## config.mk

```make
export PLATFORM = sky130hd
export DESIGN_NAME = gpsc_top
export DESIGN_NICKNAME = d
export VERILOG_FILES = /design/src/hw/gpsc_pkg.sv /design/src/hw/gpsc_top.sv /design/src/hw/gpsc_port_latch.sv
export SDC_FILE = /design/constraint.sdc
export NUM_CORES = 1
export LEC_CHECK = 0
export BUFFER_PORTS_ARGS = -buffer_cell sky130_fd_sc_hd__buf_2
export CORE_UTILIZATION = 30
export DETAILED_ROUTE_END_ITERATION = 16
export GPL_ROUTABILITY_DRIVEN = 0
export PLACE_DENSITY = 0.52
export SETUP_SLACK_MARGIN = 0.3
export SLEW_MARGIN = 30
export SYNTH_ARGS = -nofsm -noshare
export SYNTH_HDL_FRONTEND = slang
export SYNTH_HIERARCHICAL = 1
export SYNTH_SLANG_ARGS = --single-unit
```

## constraint.sdc

```tcl
create_clock -name clk_sys_i -period 2.5 [get_ports clk_sys_i]
set_input_delay 0.25 -clock clk_sys_i [delete_from_list [all_inputs] [get_ports clk_sys_i]]
set_output_delay 0.25 -clock clk_sys_i [all_outputs]
set_load 0.005 [all_outputs]
```

## src/hw/gpsc_pkg.sv

```systemverilog
// constants, register map and field layout of the gpio set/clear block
// Overview of operation
// - one in port-0 set bits 20..16 drives port-0 pins 4..0 high
// - one in port-1 set bits 17..16 drives port-1 pins 1..0 high
// - one in port-2 set bits 22,21,17,16 drives pins 6,5,1,0 high
// - one in port-0 clear bits 20..16 drives port-0 pins 4..0 low
// - one in port-1 clear bits 17..16 drives port-1 pins 1..0 low
// - one in port-2 clear bits 22,21,17,16 drives pins 6,5,1,0 low
// - zero bits in set or clear words leave their pins unchanged
// - each set or clear word is 32-bit write-only, touching addressed pins
// - port-2 data word bits 22,21,17,16 hold outputs, shown on output pins
package gpsc_pkg;

  localparam int unsigned ADDR_W = 32;
  localparam int unsigned DATA_W = 32;
  localparam int unsigned FIELD_W = 8;

  // byte addresses of the memory-mapped words
  localparam logic [31:0] ADDR_P0_DATA = 32'hffff0d20;
  localparam logic [31:0] ADDR_P0_SET  = 32'hffff0d24;
  localparam logic [31:0] ADDR_P0_CLR  = 32'hffff0d28;
  localparam logic [31:0] ADDR_P1_DATA = 32'hffff0d30;
  localparam logic [31:0] ADDR_P1_SET  = 32'hffff0d34;
  localparam logic [31:0] ADDR_P1_CLR  = 32'hffff0d38;
  localparam logic [31:0] ADDR_P2_DATA = 32'hffff0d40;
  localparam logic [31:0] ADDR_P2_SET  = 32'hffff0d44;
  localparam logic [31:0] ADDR_P2_CLR  = 32'hffff0d48;

  // field positions inside a data, set or clear word
  localparam int unsigned LSB_IN  = 0;
  localparam int unsigned LSB_OUT = 16;
  localparam int unsigned LSB_DIR = 24;

  // implemented pin positions per port, within an 8-bit field
  localparam logic [7:0] MASK_P0 = 8'h1f;
  localparam logic [7:0] MASK_P1 = 8'h03;
  localparam logic [7:0] MASK_P2 = 8'h63;

  // reset values: all pins inputs, output latches low
  localparam logic [7:0] RST_OUT = 8'h00;
  localparam logic [7:0] RST_DIR = 8'h00;

  localparam logic [31:0] RDATA_ZERO = 32'h00000000;

  // ahb-lite codes
  localparam logic [1:0] HTRANS_IDLE   = 2'h0;
  localparam logic [1:0] HTRANS_NONSEQ = 2'h2;
  localparam logic       HRESP_OKAY    = 1'h0;

  typedef enum logic [3:0] {
    REG_NONE    = 4'h0,
    REG_P0_DATA = 4'h1,
    REG_P0_SET  = 4'h2,
    REG_P0_CLR  = 4'h3,
    REG_P1_DATA = 4'h4,
    REG_P1_SET  = 4'h5,
    REG_P1_CLR  = 4'h6,
    REG_P2_DATA = 4'h7,
    REG_P2_SET  = 4'h8,
    REG_P2_CLR  = 4'h9
  } gpsc_reg_t;

  // pick one 8-bit field out of a word
  function automatic logic [7:0] gpsc_field(input logic [31:0] word, input int unsigned lsb);
    gpsc_field = word[lsb +: FIELD_W];
  endfunction : gpsc_field

  // address decode, shared by read and write paths
  function automatic gpsc_reg_t gpsc_decode(input logic [31:0] addr);
    unique case (addr)
      ADDR_P0_DATA: gpsc_decode = REG_P0_DATA;
      ADDR_P0_SET:  gpsc_decode = REG_P0_SET;
      ADDR_P0_CLR:  gpsc_decode = REG_P0_CLR;
      ADDR_P1_DATA: gpsc_decode = REG_P1_DATA;
      ADDR_P1_SET:  gpsc_decode = REG_P1_SET;
      ADDR_P1_CLR:  gpsc_decode = REG_P1_CLR;
      ADDR_P2_DATA: gpsc_decode = REG_P2_DATA;
      ADDR_P2_SET:  gpsc_decode = REG_P2_SET;
      ADDR_P2_CLR:  gpsc_decode = REG_P2_CLR;
      default:      gpsc_decode = REG_NONE;
    endcase
  endfunction : gpsc_decode

endpackage : gpsc_pkg

```

## src/hw/gpsc_top.sv

```systemverilog
// gpio set/clear registers for three ports behind an ahb-lite slave
//
// The AHB-Lite interface to the registers was decided locally.
`timescale 1ns/1ns
module gpsc_top (
  input  wire logic        clk_sys_i,
  input  wire logic        reset_n_i,
  // ahb-lite slave
  input  wire logic        hsel,
  input  wire logic [31:0] haddr,
  input  wire logic [1:0]  htrans,
  input  wire logic        hwrite,
  input  wire logic [2:0]  hsize,
  input  wire logic        hready,
  input  wire logic [31:0] hwdata,
  output logic      [31:0] hrdata,
  output logic             hreadyout,
  output logic             hresp,
  // port 0: pins 4..0
  input  wire logic [4:0]  p0_pin_i,
  output logic      [4:0]  p0_pin_o,
  output logic      [4:0]  p0_pin_oe_o,
  // port 1: pins 1..0
  input  wire logic [1:0]  p1_pin_i,
  output logic      [1:0]  p1_pin_o,
  output logic      [1:0]  p1_pin_oe_o,
  // port 2: pins 6,5,1,0 packed as [3:0]
  input  wire logic [3:0]  p2_pin_i,
  output logic      [3:0]  p2_pin_o,
  output logic      [3:0]  p2_pin_oe_o
);

  // reset release through two flops; assertion stays asynchronous
  logic rst_meta_q;
  logic rst_n_q;

  always_ff @(posedge clk_sys_i or negedge reset_n_i) begin
    if (!reset_n_i) begin
      rst_meta_q <= 1'b0;
      rst_n_q    <= 1'b0;
    end else begin
      rst_meta_q <= 1'b1;
      rst_n_q    <= rst_meta_q;
    end
  end

  // address phase capture
  logic                 addr_take;
  gpsc_pkg::gpsc_reg_t  addr_reg;
  logic                 wr_pend_q;
  logic                 wr_pend_d;
  gpsc_pkg::gpsc_reg_t  wr_reg_q;
  gpsc_pkg::gpsc_reg_t  wr_reg_d;

  // only nonseq/seq transfers count; idle and busy are ignored
  assign addr_take = hsel & hready & htrans[1];
  assign addr_reg  = gpsc_pkg::gpsc_decode(haddr);

  assign wr_pend_d = addr_take & hwrite;
  assign wr_reg_d  = wr_pend_d ? addr_reg : gpsc_pkg::REG_NONE;

  always_ff @(posedge clk_sys_i or negedge rst_n_q) begin
    if (!rst_n_q) begin
      wr_pend_q <= 1'b0;
      wr_reg_q  <= gpsc_pkg::REG_NONE;
    end else begin
      wr_pend_q <= wr_pend_d;
      wr_reg_q  <= wr_reg_d;
    end
  end

  // data phase write strobes; hwdata is valid in this cycle
  logic wr_p0_data;
  logic wr_p0_set;
  logic wr_p0_clr;
  logic wr_p1_data;
  logic wr_p1_set;
  logic wr_p1_clr;
  logic wr_p2_data;
  logic wr_p2_set;
  logic wr_p2_clr;

  // each set/clear word is its own write-only location
  assign wr_p0_data = wr_pend_q & (wr_reg_q == gpsc_pkg::REG_P0_DATA);
  assign wr_p0_set  = wr_pend_q & (wr_reg_q == gpsc_pkg::REG_P0_SET);
  assign wr_p0_clr  = wr_pend_q & (wr_reg_q == gpsc_pkg::REG_P0_CLR);
  assign wr_p1_data = wr_pend_q & (wr_reg_q == gpsc_pkg::REG_P1_DATA);
  assign wr_p1_set  = wr_pend_q & (wr_reg_q == gpsc_pkg::REG_P1_SET);
  assign wr_p1_clr  = wr_pend_q & (wr_reg_q == gpsc_pkg::REG_P1_CLR);
  assign wr_p2_data = wr_pend_q & (wr_reg_q == gpsc_pkg::REG_P2_DATA);
  assign wr_p2_set  = wr_pend_q & (wr_reg_q == gpsc_pkg::REG_P2_SET);
  assign wr_p2_clr  = wr_pend_q & (wr_reg_q == gpsc_pkg::REG_P2_CLR);

  // pin fields: port pins spread to their bit positions in a field
  logic [7:0] p0_in_f;
  logic [7:0] p1_in_f;
  logic [7:0] p2_in_f;
  logic [7:0] p0_out_f;
  logic [7:0] p1_out_f;
  logic [7:0] p2_out_f;
  logic [7:0] p0_dir_f;
  logic [7:0] p1_dir_f;
  logic [7:0] p2_dir_f;
  logic [31:0] p0_word;
  logic [31:0] p1_word;
  logic [31:0] p2_word;

  assign p0_in_f = {3'h0, p0_pin_i};
  assign p1_in_f = {6'h00, p1_pin_i};
  // port 2 uses field bits 6,5,1,0; field bits 7 and 4..2 have no pin here
  assign p2_in_f = {1'h0, p2_pin_i[3:2], 3'h0, p2_pin_i[1:0]};

  gpsc_port_latch #(
    .PIN_MASK (gpsc_pkg::MASK_P0)
  ) u_port0 (
    .clk_sys_i (clk_sys_i),
    .rst_n_i   (rst_n_q),
    .wdata_i   (hwdata),
    .data_we_i (wr_p0_data),
    .set_we_i  (wr_p0_set),
    .clr_we_i  (wr_p0_clr),
    .pins_i    (p0_in_f),
    .out_o     (p0_out_f),
    .dir_o     (p0_dir_f),
    .word_o    (p0_word)
  );

  gpsc_port_latch #(
    .PIN_MASK (gpsc_pkg::MASK_P1)
  ) u_port1 (
    .clk_sys_i (clk_sys_i),
    .rst_n_i   (rst_n_q),
    .wdata_i   (hwdata),
    .data_we_i (wr_p1_data),
    .set_we_i  (wr_p1_set),
    .clr_we_i  (wr_p1_clr),
    .pins_i    (p1_in_f),
    .out_o     (p1_out_f),
    .dir_o     (p1_dir_f),
    .word_o    (p1_word)
  );

  gpsc_port_latch #(
    .PIN_MASK (gpsc_pkg::MASK_P2)
  ) u_port2 (
    .clk_sys_i (clk_sys_i),
    .rst_n_i   (rst_n_q),
    .wdata_i   (hwdata),
    .data_we_i (wr_p2_data),
    .set_we_i  (wr_p2_set),
    .clr_we_i  (wr_p2_clr),
    .pins_i    (p2_in_f),
    .out_o     (p2_out_f),
    .dir_o     (p2_dir_f),
    .word_o    (p2_word)
  );

  // pin drive: latch value shows on the pin while its direction is out
  assign p0_pin_o    = p0_out_f[4:0];
  assign p0_pin_oe_o = p0_dir_f[4:0];
  assign p1_pin_o    = p1_out_f[1:0];
  assign p1_pin_oe_o = p1_dir_f[1:0];
  assign p2_pin_o    = {p2_out_f[6:5], p2_out_f[1:0]};
  assign p2_pin_oe_o = {p2_dir_f[6:5], p2_dir_f[1:0]};

  // read path: data sampled at the address phase edge
  logic [31:0] rdata_sel;
  logic [31:0] rdata_q;
  logic        rd_take;

  assign rd_take = addr_take & ~hwrite;

  // set/clear words read as zero: they hold no state of their own
  always_comb begin
    unique case (addr_reg)
      gpsc_pkg::REG_P0_DATA: rdata_sel = p0_word;
      gpsc_pkg::REG_P1_DATA: rdata_sel = p1_word;
      gpsc_pkg::REG_P2_DATA: rdata_sel = p2_word;
      gpsc_pkg::REG_NONE,
      gpsc_pkg::REG_P0_SET,
      gpsc_pkg::REG_P0_CLR,
      gpsc_pkg::REG_P1_SET,
      gpsc_pkg::REG_P1_CLR,
      gpsc_pkg::REG_P2_SET,
      gpsc_pkg::REG_P2_CLR:  rdata_sel = gpsc_pkg::RDATA_ZERO;
      default:               rdata_sel = gpsc_pkg::RDATA_ZERO;
    endcase
  end

  // a read right behind a write to the same port sees the old latch;
  // the single-transfer master never issues that overlap
  always_ff @(posedge clk_sys_i or negedge rst_n_q) begin
    if (!rst_n_q) begin
      rdata_q <= gpsc_pkg::RDATA_ZERO;
    end else if (rd_take) begin
      rdata_q <= rdata_sel;
    end
  end

  // zero wait states, always okay
  assign hrdata    = rdata_q;
  assign hreadyout = 1'b1;
  assign hresp     = gpsc_pkg::HRESP_OKAY;

endmodule : gpsc_top

```

## src/hw/gpsc_port_latch.sv

```systemverilog
// per-port output latch and direction register with data/set/clear writes
`timescale 1ns/1ns
module gpsc_port_latch #(
  parameter logic [7:0] PIN_MASK = 8'hff
) (
  input  wire logic        clk_sys_i,
  input  wire logic        rst_n_i,
  input  wire logic [31:0] wdata_i,
  input  wire logic        data_we_i,
  input  wire logic        set_we_i,
  input  wire logic        clr_we_i,
  input  wire logic [7:0]  pins_i,
  output logic      [7:0]  out_o,
  output logic      [7:0]  dir_o,
  output logic      [31:0] word_o
);

  logic [7:0] out_q;
  logic [7:0] out_d;
  logic [7:0] dir_q;
  logic [7:0] dir_d;
  logic [7:0] wr_out;
  logic [7:0] wr_dir;

  // unimplemented positions are masked so they can never latch a one
  assign wr_out = gpsc_pkg::gpsc_field(wdata_i, gpsc_pkg::LSB_OUT) & PIN_MASK;
  assign wr_dir = gpsc_pkg::gpsc_field(wdata_i, gpsc_pkg::LSB_DIR) & PIN_MASK;

  // one bus write per cycle, so the three strobes never coincide
  always_comb begin
    out_d = out_q;
    if (data_we_i) begin
      out_d = wr_out;
    end else if (set_we_i) begin
      out_d = out_q | wr_out;
    end else if (clr_we_i) begin
      out_d = out_q & ~wr_out;
    end
  end

  assign dir_d = data_we_i ? wr_dir : dir_q;

  always_ff @(posedge clk_sys_i or negedge rst_n_i) begin
    if (!rst_n_i) begin
      out_q <= gpsc_pkg::RST_OUT;
      dir_q <= gpsc_pkg::RST_DIR;
    end else begin
      out_q <= out_d;
      dir_q <= dir_d;
    end
  end

  assign out_o = out_q;
  assign dir_o = dir_q;

  // readback of the data word: direction, output latch, pin levels
  always_comb begin
    word_o = gpsc_pkg::RDATA_ZERO;
    word_o[gpsc_pkg::LSB_DIR +: gpsc_pkg::FIELD_W] = dir_q;
    word_o[gpsc_pkg::LSB_OUT +: gpsc_pkg::FIELD_W] = out_q;
    word_o[gpsc_pkg::LSB_IN  +: gpsc_pkg::FIELD_W] = pins_i & PIN_MASK;
  end

endmodule : gpsc_port_latch

```

==> results of run 1 <==
[metrics by stage]
step | instances | power, mW | instance area (sq um)
finish | 696 | 2.506 | 4755
global route | 695 | 2.636 | 4752
CTS | 695 | 2.550 | 4752
detailed placement | 678 | 1.225 | 4434
global placement | 678 | 1.221 | 4434
floorplan | 494 | 1.220 | 4363
[power groups by stage]
stage	Combinational (mW)	Sequential, mW	Clock, mW
after floorplan	0.199	1.02	0
after global placement	0.203	1.02	0
after detailed placement	0.207	1.02	0
after CTS	0.208	1.00	1.34
after global routing	0.236	1.00	1.40
final	0.207	1.00	1.30
[worst min path at each step]
| stage | end | slack, ns | cells past startpoint |
|---|---|---|---|
| floorplan | rst_meta_q | -0.05 | 0 |
| global placement | rst_meta_q | 0.03 | 1 |
| detailed placement | rst_meta_q | 0.04 | 1 |
| CTS | u_port0/dir_o[3] | 0.14 | 2 |
| global route | u_port0/dir_o[2] | 0.15 | 2 |
| finish | u_port0/dir_o[3] | 0.16 | 2 |
[worst max-delay path: stages, from the launching register on]
cell and delay, ns:
dfrtp_1 0.38, or3b_2 0.51, nor2_1 0.37, nand2_1 0.11, a32o_1 0.27
[repair_timing]
action                                 4_1_cts  5_1_grt
hold buffers                                 1        0
setup endpoints to repair                    0        0
endpoints found under the hold margin        2        0
gates resized for setup                      0        0
[metal layers]
layer,vias up,global-route usage,share of wire
met4,0,0.04531,0.012
met1,1364,0.1772,0.48
li1,1495,-,-
met5,-,0,0
met3,7,0.03736,0.052
met2,90,0.2169,0.45
[flip-flops by register name, indices dropped and copies added (netlist names)]
| register | flops |
|---|---|
| u_port1/dir_o | 2 |
| rst_n_q | 1 |
| wr_pend_q | 1 |
| u_port2/dir_o | 4 |
| u_port1/out_o | 2 |
| u_port0/dir_o | 5 |
| wr_reg_q | 4 |
| u_port0/out_o | 5 |
| rst_meta_q | 1 |
| u_port2/out_o | 4 |
| hrdata | 32 |
[placed cells by master, fill, tap and decap left out, types with 7 or more instances in the layout]
master	n
conb_1	66
buf_4	9
nand2b_1	7
nand2_1	45
a32o_1	9
nor2_1	42
a21oi_1	34
clkbuf_16	9
dfrtp_1	60
mux2i_1	33
buf_2	116
o31ai_2	30
mux2_2	11
[layout make-up]
type                    count  area [sq um]
multi-input cells         311          1987
fillers                  1411          8593
well taps                 176         220.2
inverters                   3         11.26
clock inverters             5         75.07
repair buffers            128         698.2
clock buffers              11         232.7
flip-flops and latches     61          1528
diodes                      1         2.502
==> flow_metrics.py, run 1 <==
metrics = {
    "power": {
        "power.share.combinational": 0.083,
        "pwr-share-seq": 0.399,
        "internal-power_mw": 1.945,
        "max-vdd-ir-drop_mv": 0.2992,
        "power.share.switching": 0.2240,
        "p_sw_mw": 0.5612,
        "clkPwrFrac": 0.518,
        "leakagePower_nw": 2.406,
        "pwr_density_cell_mw_per_mm2": 527.0,
    },
    "clocking": {
        "postCtsSetupBuffers": 0,
        "cts.clk_slew.worst_paths_ns": 0.05,
        "clockRootBuffer": "clkbuf_16",
        "clk_path_buf_depth": 2,
        "numClockSinks": 61,
        "clkLatencyLatePin_ns": 0.32,
        "cts_tree": "built",
        "cts_htree_levels": 3,
        "cts_buffers": 9,
    },
    "critical_path": {
        "path_class": "flop to flop",
        "start_kind": "flop",
        "r2r-end": "u_port0/out_o[3]",
        "arrival_ns": 1.96,
        "startpoint": "wr_reg_q[3]",
        "worst-path-max-fanout": 5,
        "reg2reg_from": "wr_reg_q[3]",
        "cp-endpoint": "u_port0/out_o[3]",
        "end_kind": "flop",
        "crit_required_ns": 2.71,
        "rr_worst_depth": 4,
        "rrSetupSlack_ns": 0.76,
    },
    "finish": {
        "final_util": 0.3562,
        "area_delta_synth_final_pct": 15.01,
        "layout-drive-gt1-share": 0.3699,
        "fin_nets": 599,
    },
    "route": {
        "wire_per_inst_um": 12.91,
        "drc": 0,
        "drt-total-wl_mm": 8.984,
        "postRouteAntennaNets": 0,
        "vias": 2956,
        "vias_per_cell": 4.247,
        "dr.first_iter.drc_count": 57,
        "first_pass_iters": 4,
    },
    "timing": {
        "setup_viol": 0,
        "max_clock_freq_ghz": 0.5732,
        "rsz0062_at_grt": "no",
        "slew_violations": 0,
        "relSlewSlack": 0.5089,
        "fin_crit_ns": 1.745,
        "fin_crit_sh": 0.6978,
        "skew_ns": 0.005616,
        "final_hold_viol_count": 0,
        "worst_pin_slew_ns": 0.7366,
        "finalWorstSetupSlack_ns": 0.7554,
        "hold_slack_ns": 0.1567,
        "setup_tns_ns": 0,
    },
    "synthesis": {
        "synthCells": 433,
        "syn_area_per_cell_sq_um": 9.547,
        "yosys_warnings": 6,
        "synth_area_sq_mm": 0.004134,
    },
    "status": {
        "outcome": "finished clean",
    },
    "floorplan": {
        "start_util": 0.3097,
        "dieArea_sq_mm": 0.01425,
        "die_h_um": 119.4,
        "pin_count": 141,
        "core_sq_mm": 0.01335,
        "rows": 42,
        "dieWidth_um": 119.4,
    },
    "placed_design": {
        "portBuffers": 116,
        "pre_cts_ws_ns": 0.4614,
        "dp_hpwl_mm": 6.538,
    },
    "global_routing": {
        "grt_max_degree": 65,
        "grtUsageTotal": 0.1361,
        "grt-ovfl-total": 0,
        "antenna_found_initial": 1,
        "grt_pass1_vias": 2956,
        "grt_pass1_wl_mm": 14.88,
    },
    "hold_path": {
        "hold_class": "input pin to flop",
        "min_from": "hwdata[27]",
    },
    "job": {
        "maxCapViolations": 0,
    },
}
Note: power is estimated with default switching activity, not from simulation.
==> run 2, diff against run 1 <==
PLACE_DENSITY = 0.54   (was 0.52)
clock period = 1.45 ns   (was 2.5 ns; I/O delays follow)
==> run 2 against run 1 <==
The run now ends with setup timing left. Register-to-register slack worse by 0.81 ns. First-iteration DRC count grew to 2.8 times the previous value. Count of clock-buffer cells in the layout stayed put. Clock skew hardly changed. Combinational power is 99% higher. Fmax is 16% higher. Sequential share of layout area is 3.6 points lower.
==> flow_metrics.py, run 2 (same netlist as run 1, synthesis figures left out) <==
metrics = {
    "finish": {
        "fillerInstances": 1317,
        "mostFrequentLayoutCell": "buf_2",
        "antennaDiodeCount": 0,
        "regArea_sq_mm": 0.001528,
        "layout-drive-gt1-share": 0.4225,
        "fin_nets": 622,
        "largest_reg_flops": 32,
        "area_delta_synth_final_pct": 29.42,
        "final_cell_mix": "114 x buf_2, 66 x conb_1, 60 x dfrtp_1",
        "multi_input_area_sq_mm": 0.002273,
    },
    "timing": {
        "fin_crit_sh": 1.035,
        "finalWorstSetupSlack_ns": -0.05012,
        "setup_viol": 24,
        "max_clock_freq_ghz": 0.6666,
        "final_hold_viol_count": 0,
        "hold_slack_ns": 0.03177,
        "relSlewSlack": 0.6408,
        "slew_violations": 0,
        "rsz0062_at_grt": "yes",
        "fin_crit_ns": 1.500,
        "skew_ns": 0.005549,
        "worst_pin_slew_ns": 0.5388,
    },
    "job": {
        "maxCapViolations": 0,
    },
    "clocking": {
        "clkLatencyLatePin_ns": 0.34,
        "clk_path_buf_depth": 2,
        "cts_htree_levels": 3,
        "numClockSinks": 61,
        "cts_tree": "built",
        "clockRootBuffer": "clkbuf_16",
        "cts.clk_slew.worst_paths_ns": 0.06,
        "cts_buffers": 9,
    },
    "global_routing": {
        "antenna_found_initial": 0,
        "grt_pass1_wl_mm": 15.57,
        "grt-ovfl-total": 0,
        "grtUsageTotal": 0.1429,
        "grt_max_degree": 65,
        "grt_pass1_vias": 2980,
    },
    "placed_design": {
        "portBuffers": 116,
        "pre_cts_ws_ns": -0.3705,
        "dp_hpwl_mm": 7.203,
    },
    "power": {
        "internal-power_mw": 3.304,
        "power.share.combinational": 0.094,
        "clkPwrFrac": 0.512,
        "power.share.switching": 0.2439,
        "leakagePower_nw": 2.597,
        "pwr-share-seq": 0.394,
        "pwr_density_cell_mw_per_mm2": 816.8,
        "p_sw_mw": 1.066,
        "max-vdd-ir-drop_mv": 0.4908,
    },
    "route": {
        "vias_per_cell": 4.398,
        "drc": 0,
        "first_pass_iters": 4,
        "wire_per_inst_um": 13.92,
        "vias": 3158,
        "dr.first_iter.drc_count": 159,
        "postRouteAntennaNets": 0,
        "drt-total-wl_mm": 9.992,
    },
    "critical_path": {
        "worst-path-max-fanout": 7,
        "crit_chain": "or3b_4 > nor2_4 > buf_12 > mux2_4",
        "cpPeakStageDelay_ns": 0.45,
        "crit_buf_inv": 1,
        "end_kind": "flop",
        "cp_top_family": "simple AND/OR/NAND/NOR gates",
        "arrival_ns": 1.73,
        "crit_required_ns": 1.68,
        "path_class": "flop to flop",
        "crit_path_top_delay_cell": "or3b_4",
        "rr_worst_depth": 4,
        "start_kind": "flop",
        "worstSetupPathDepth": 4,
    },
    "floorplan": {
        "core_sq_mm": 0.01335,
        "start_util": 0.3097,
        "die_h_um": 119.4,
        "pin_count": 141,
        "dieArea_sq_mm": 0.01425,
        "dieWidth_um": 119.4,
        "rows": 42,
    },
    "status": {
        "violations": "setup timing",
        "outcome": "complete, but fails checks",
    },
    "hold_path": {
        "hold_depth": 2,
        "hold_class": "input pin to flop",
    },
}
-- run 2: path summary, 6_finish.rpt --
kind / startpoint / slack [ns] / to
worst max-delay path: wr_reg_q[2] / -0.05 / u_port0/dir_o[4]
worst min-delay path: hwdata[28] / 0.03 / u_port0/dir_o[4]
worst max register to register: wr_reg_q[2] / -0.05 / u_port0/dir_o[4]
worst min register to register: rst_n_q / 0.25 / hrdata[22]
max in group asynchronous: rst_n_q / 0.69 / hrdata[16]
min in group asynchronous: reset_n_i / 0.13 / rst_n_q
-- run 2: power by group through the flow --
| stage | Combinational (mW) | Clock (mW) | Sequential, mW |
|---|---|---|---|
| floorplan | 0.344 | 0 | 1.76 |
| global placement | 0.379 | 0 | 1.75 |
| detailed placement | 0.386 | 0 | 1.75 |
| CTS | 0.395 | 2.29 | 1.72 |
| global route | 0.459 | 2.37 | 1.72 |
| finish | 0.412 | 2.24 | 1.72 |
-- run 2: layer usage --
| metal | global-route usage | routed length [um] | up-vias |
|---|---|---|---|
| met5 | 0 | 0 | - |
| met4 | 0.06563 | 189 | 0 |
| met3 | 0.02778 | 357 | 13 |
| met2 | 0.2202 | 4861 | 81 |
| met1 | 0.1928 | 4583 | 1516 |
| li1 | - | - | 1548 |
-- run 2: through the flow --
step | setup TNS (ns) | instance area [sq um] | utilization | instances | power (mW)
floorplan | -2.573 | 4439 | - | 494 | 2.106
global placement | -8.347 | 4674 | 0.3502 | 691 | 2.129
detailed placement | -9.159 | 4674 | 0.3502 | 691 | 2.138
CTS | -0.7561 | 5162 | 0.3868 | 716 | 4.411
global route | -2.829 | 5350 | 0.4008 | 718 | 4.548
finish | -0.3883 | 5350 | 0.4008 | 718 | 4.370
-- run 2: timing repair --
| item | 4_1_cts | 5_1_grt |
|---|---|---|
| resized for setup | 16 | 20 |
| setup endpoints to repair | 47 | 47 |
| cloned | 1 | 1 |
| hold endpoints to repair | 2 | 0 |
| buffers inserted | 7 | 1 |
| hold buffers | 1 | 0 |
| pin swaps | 6 | 20 |
-- run 2: area by class of cell --
cell class	instances	area share
multi-input combinational	311	0.4249
clock buffer	11	0.04724
clock inverter	5	0.01099
inverter	3	0.003040
tap	176	0.04116
sequential	61	0.2855
timing repair buffer	151	0.1871
-- run 2: worst register-to-register path, delay by kind of cell (launching register included) --
kind                   cells  cell delay (ns)
multiplexers               1             0.30
buffers and inverters      1             0.14
AND/OR/NAND/NOR            2             0.57
flip-flops                 1             0.39
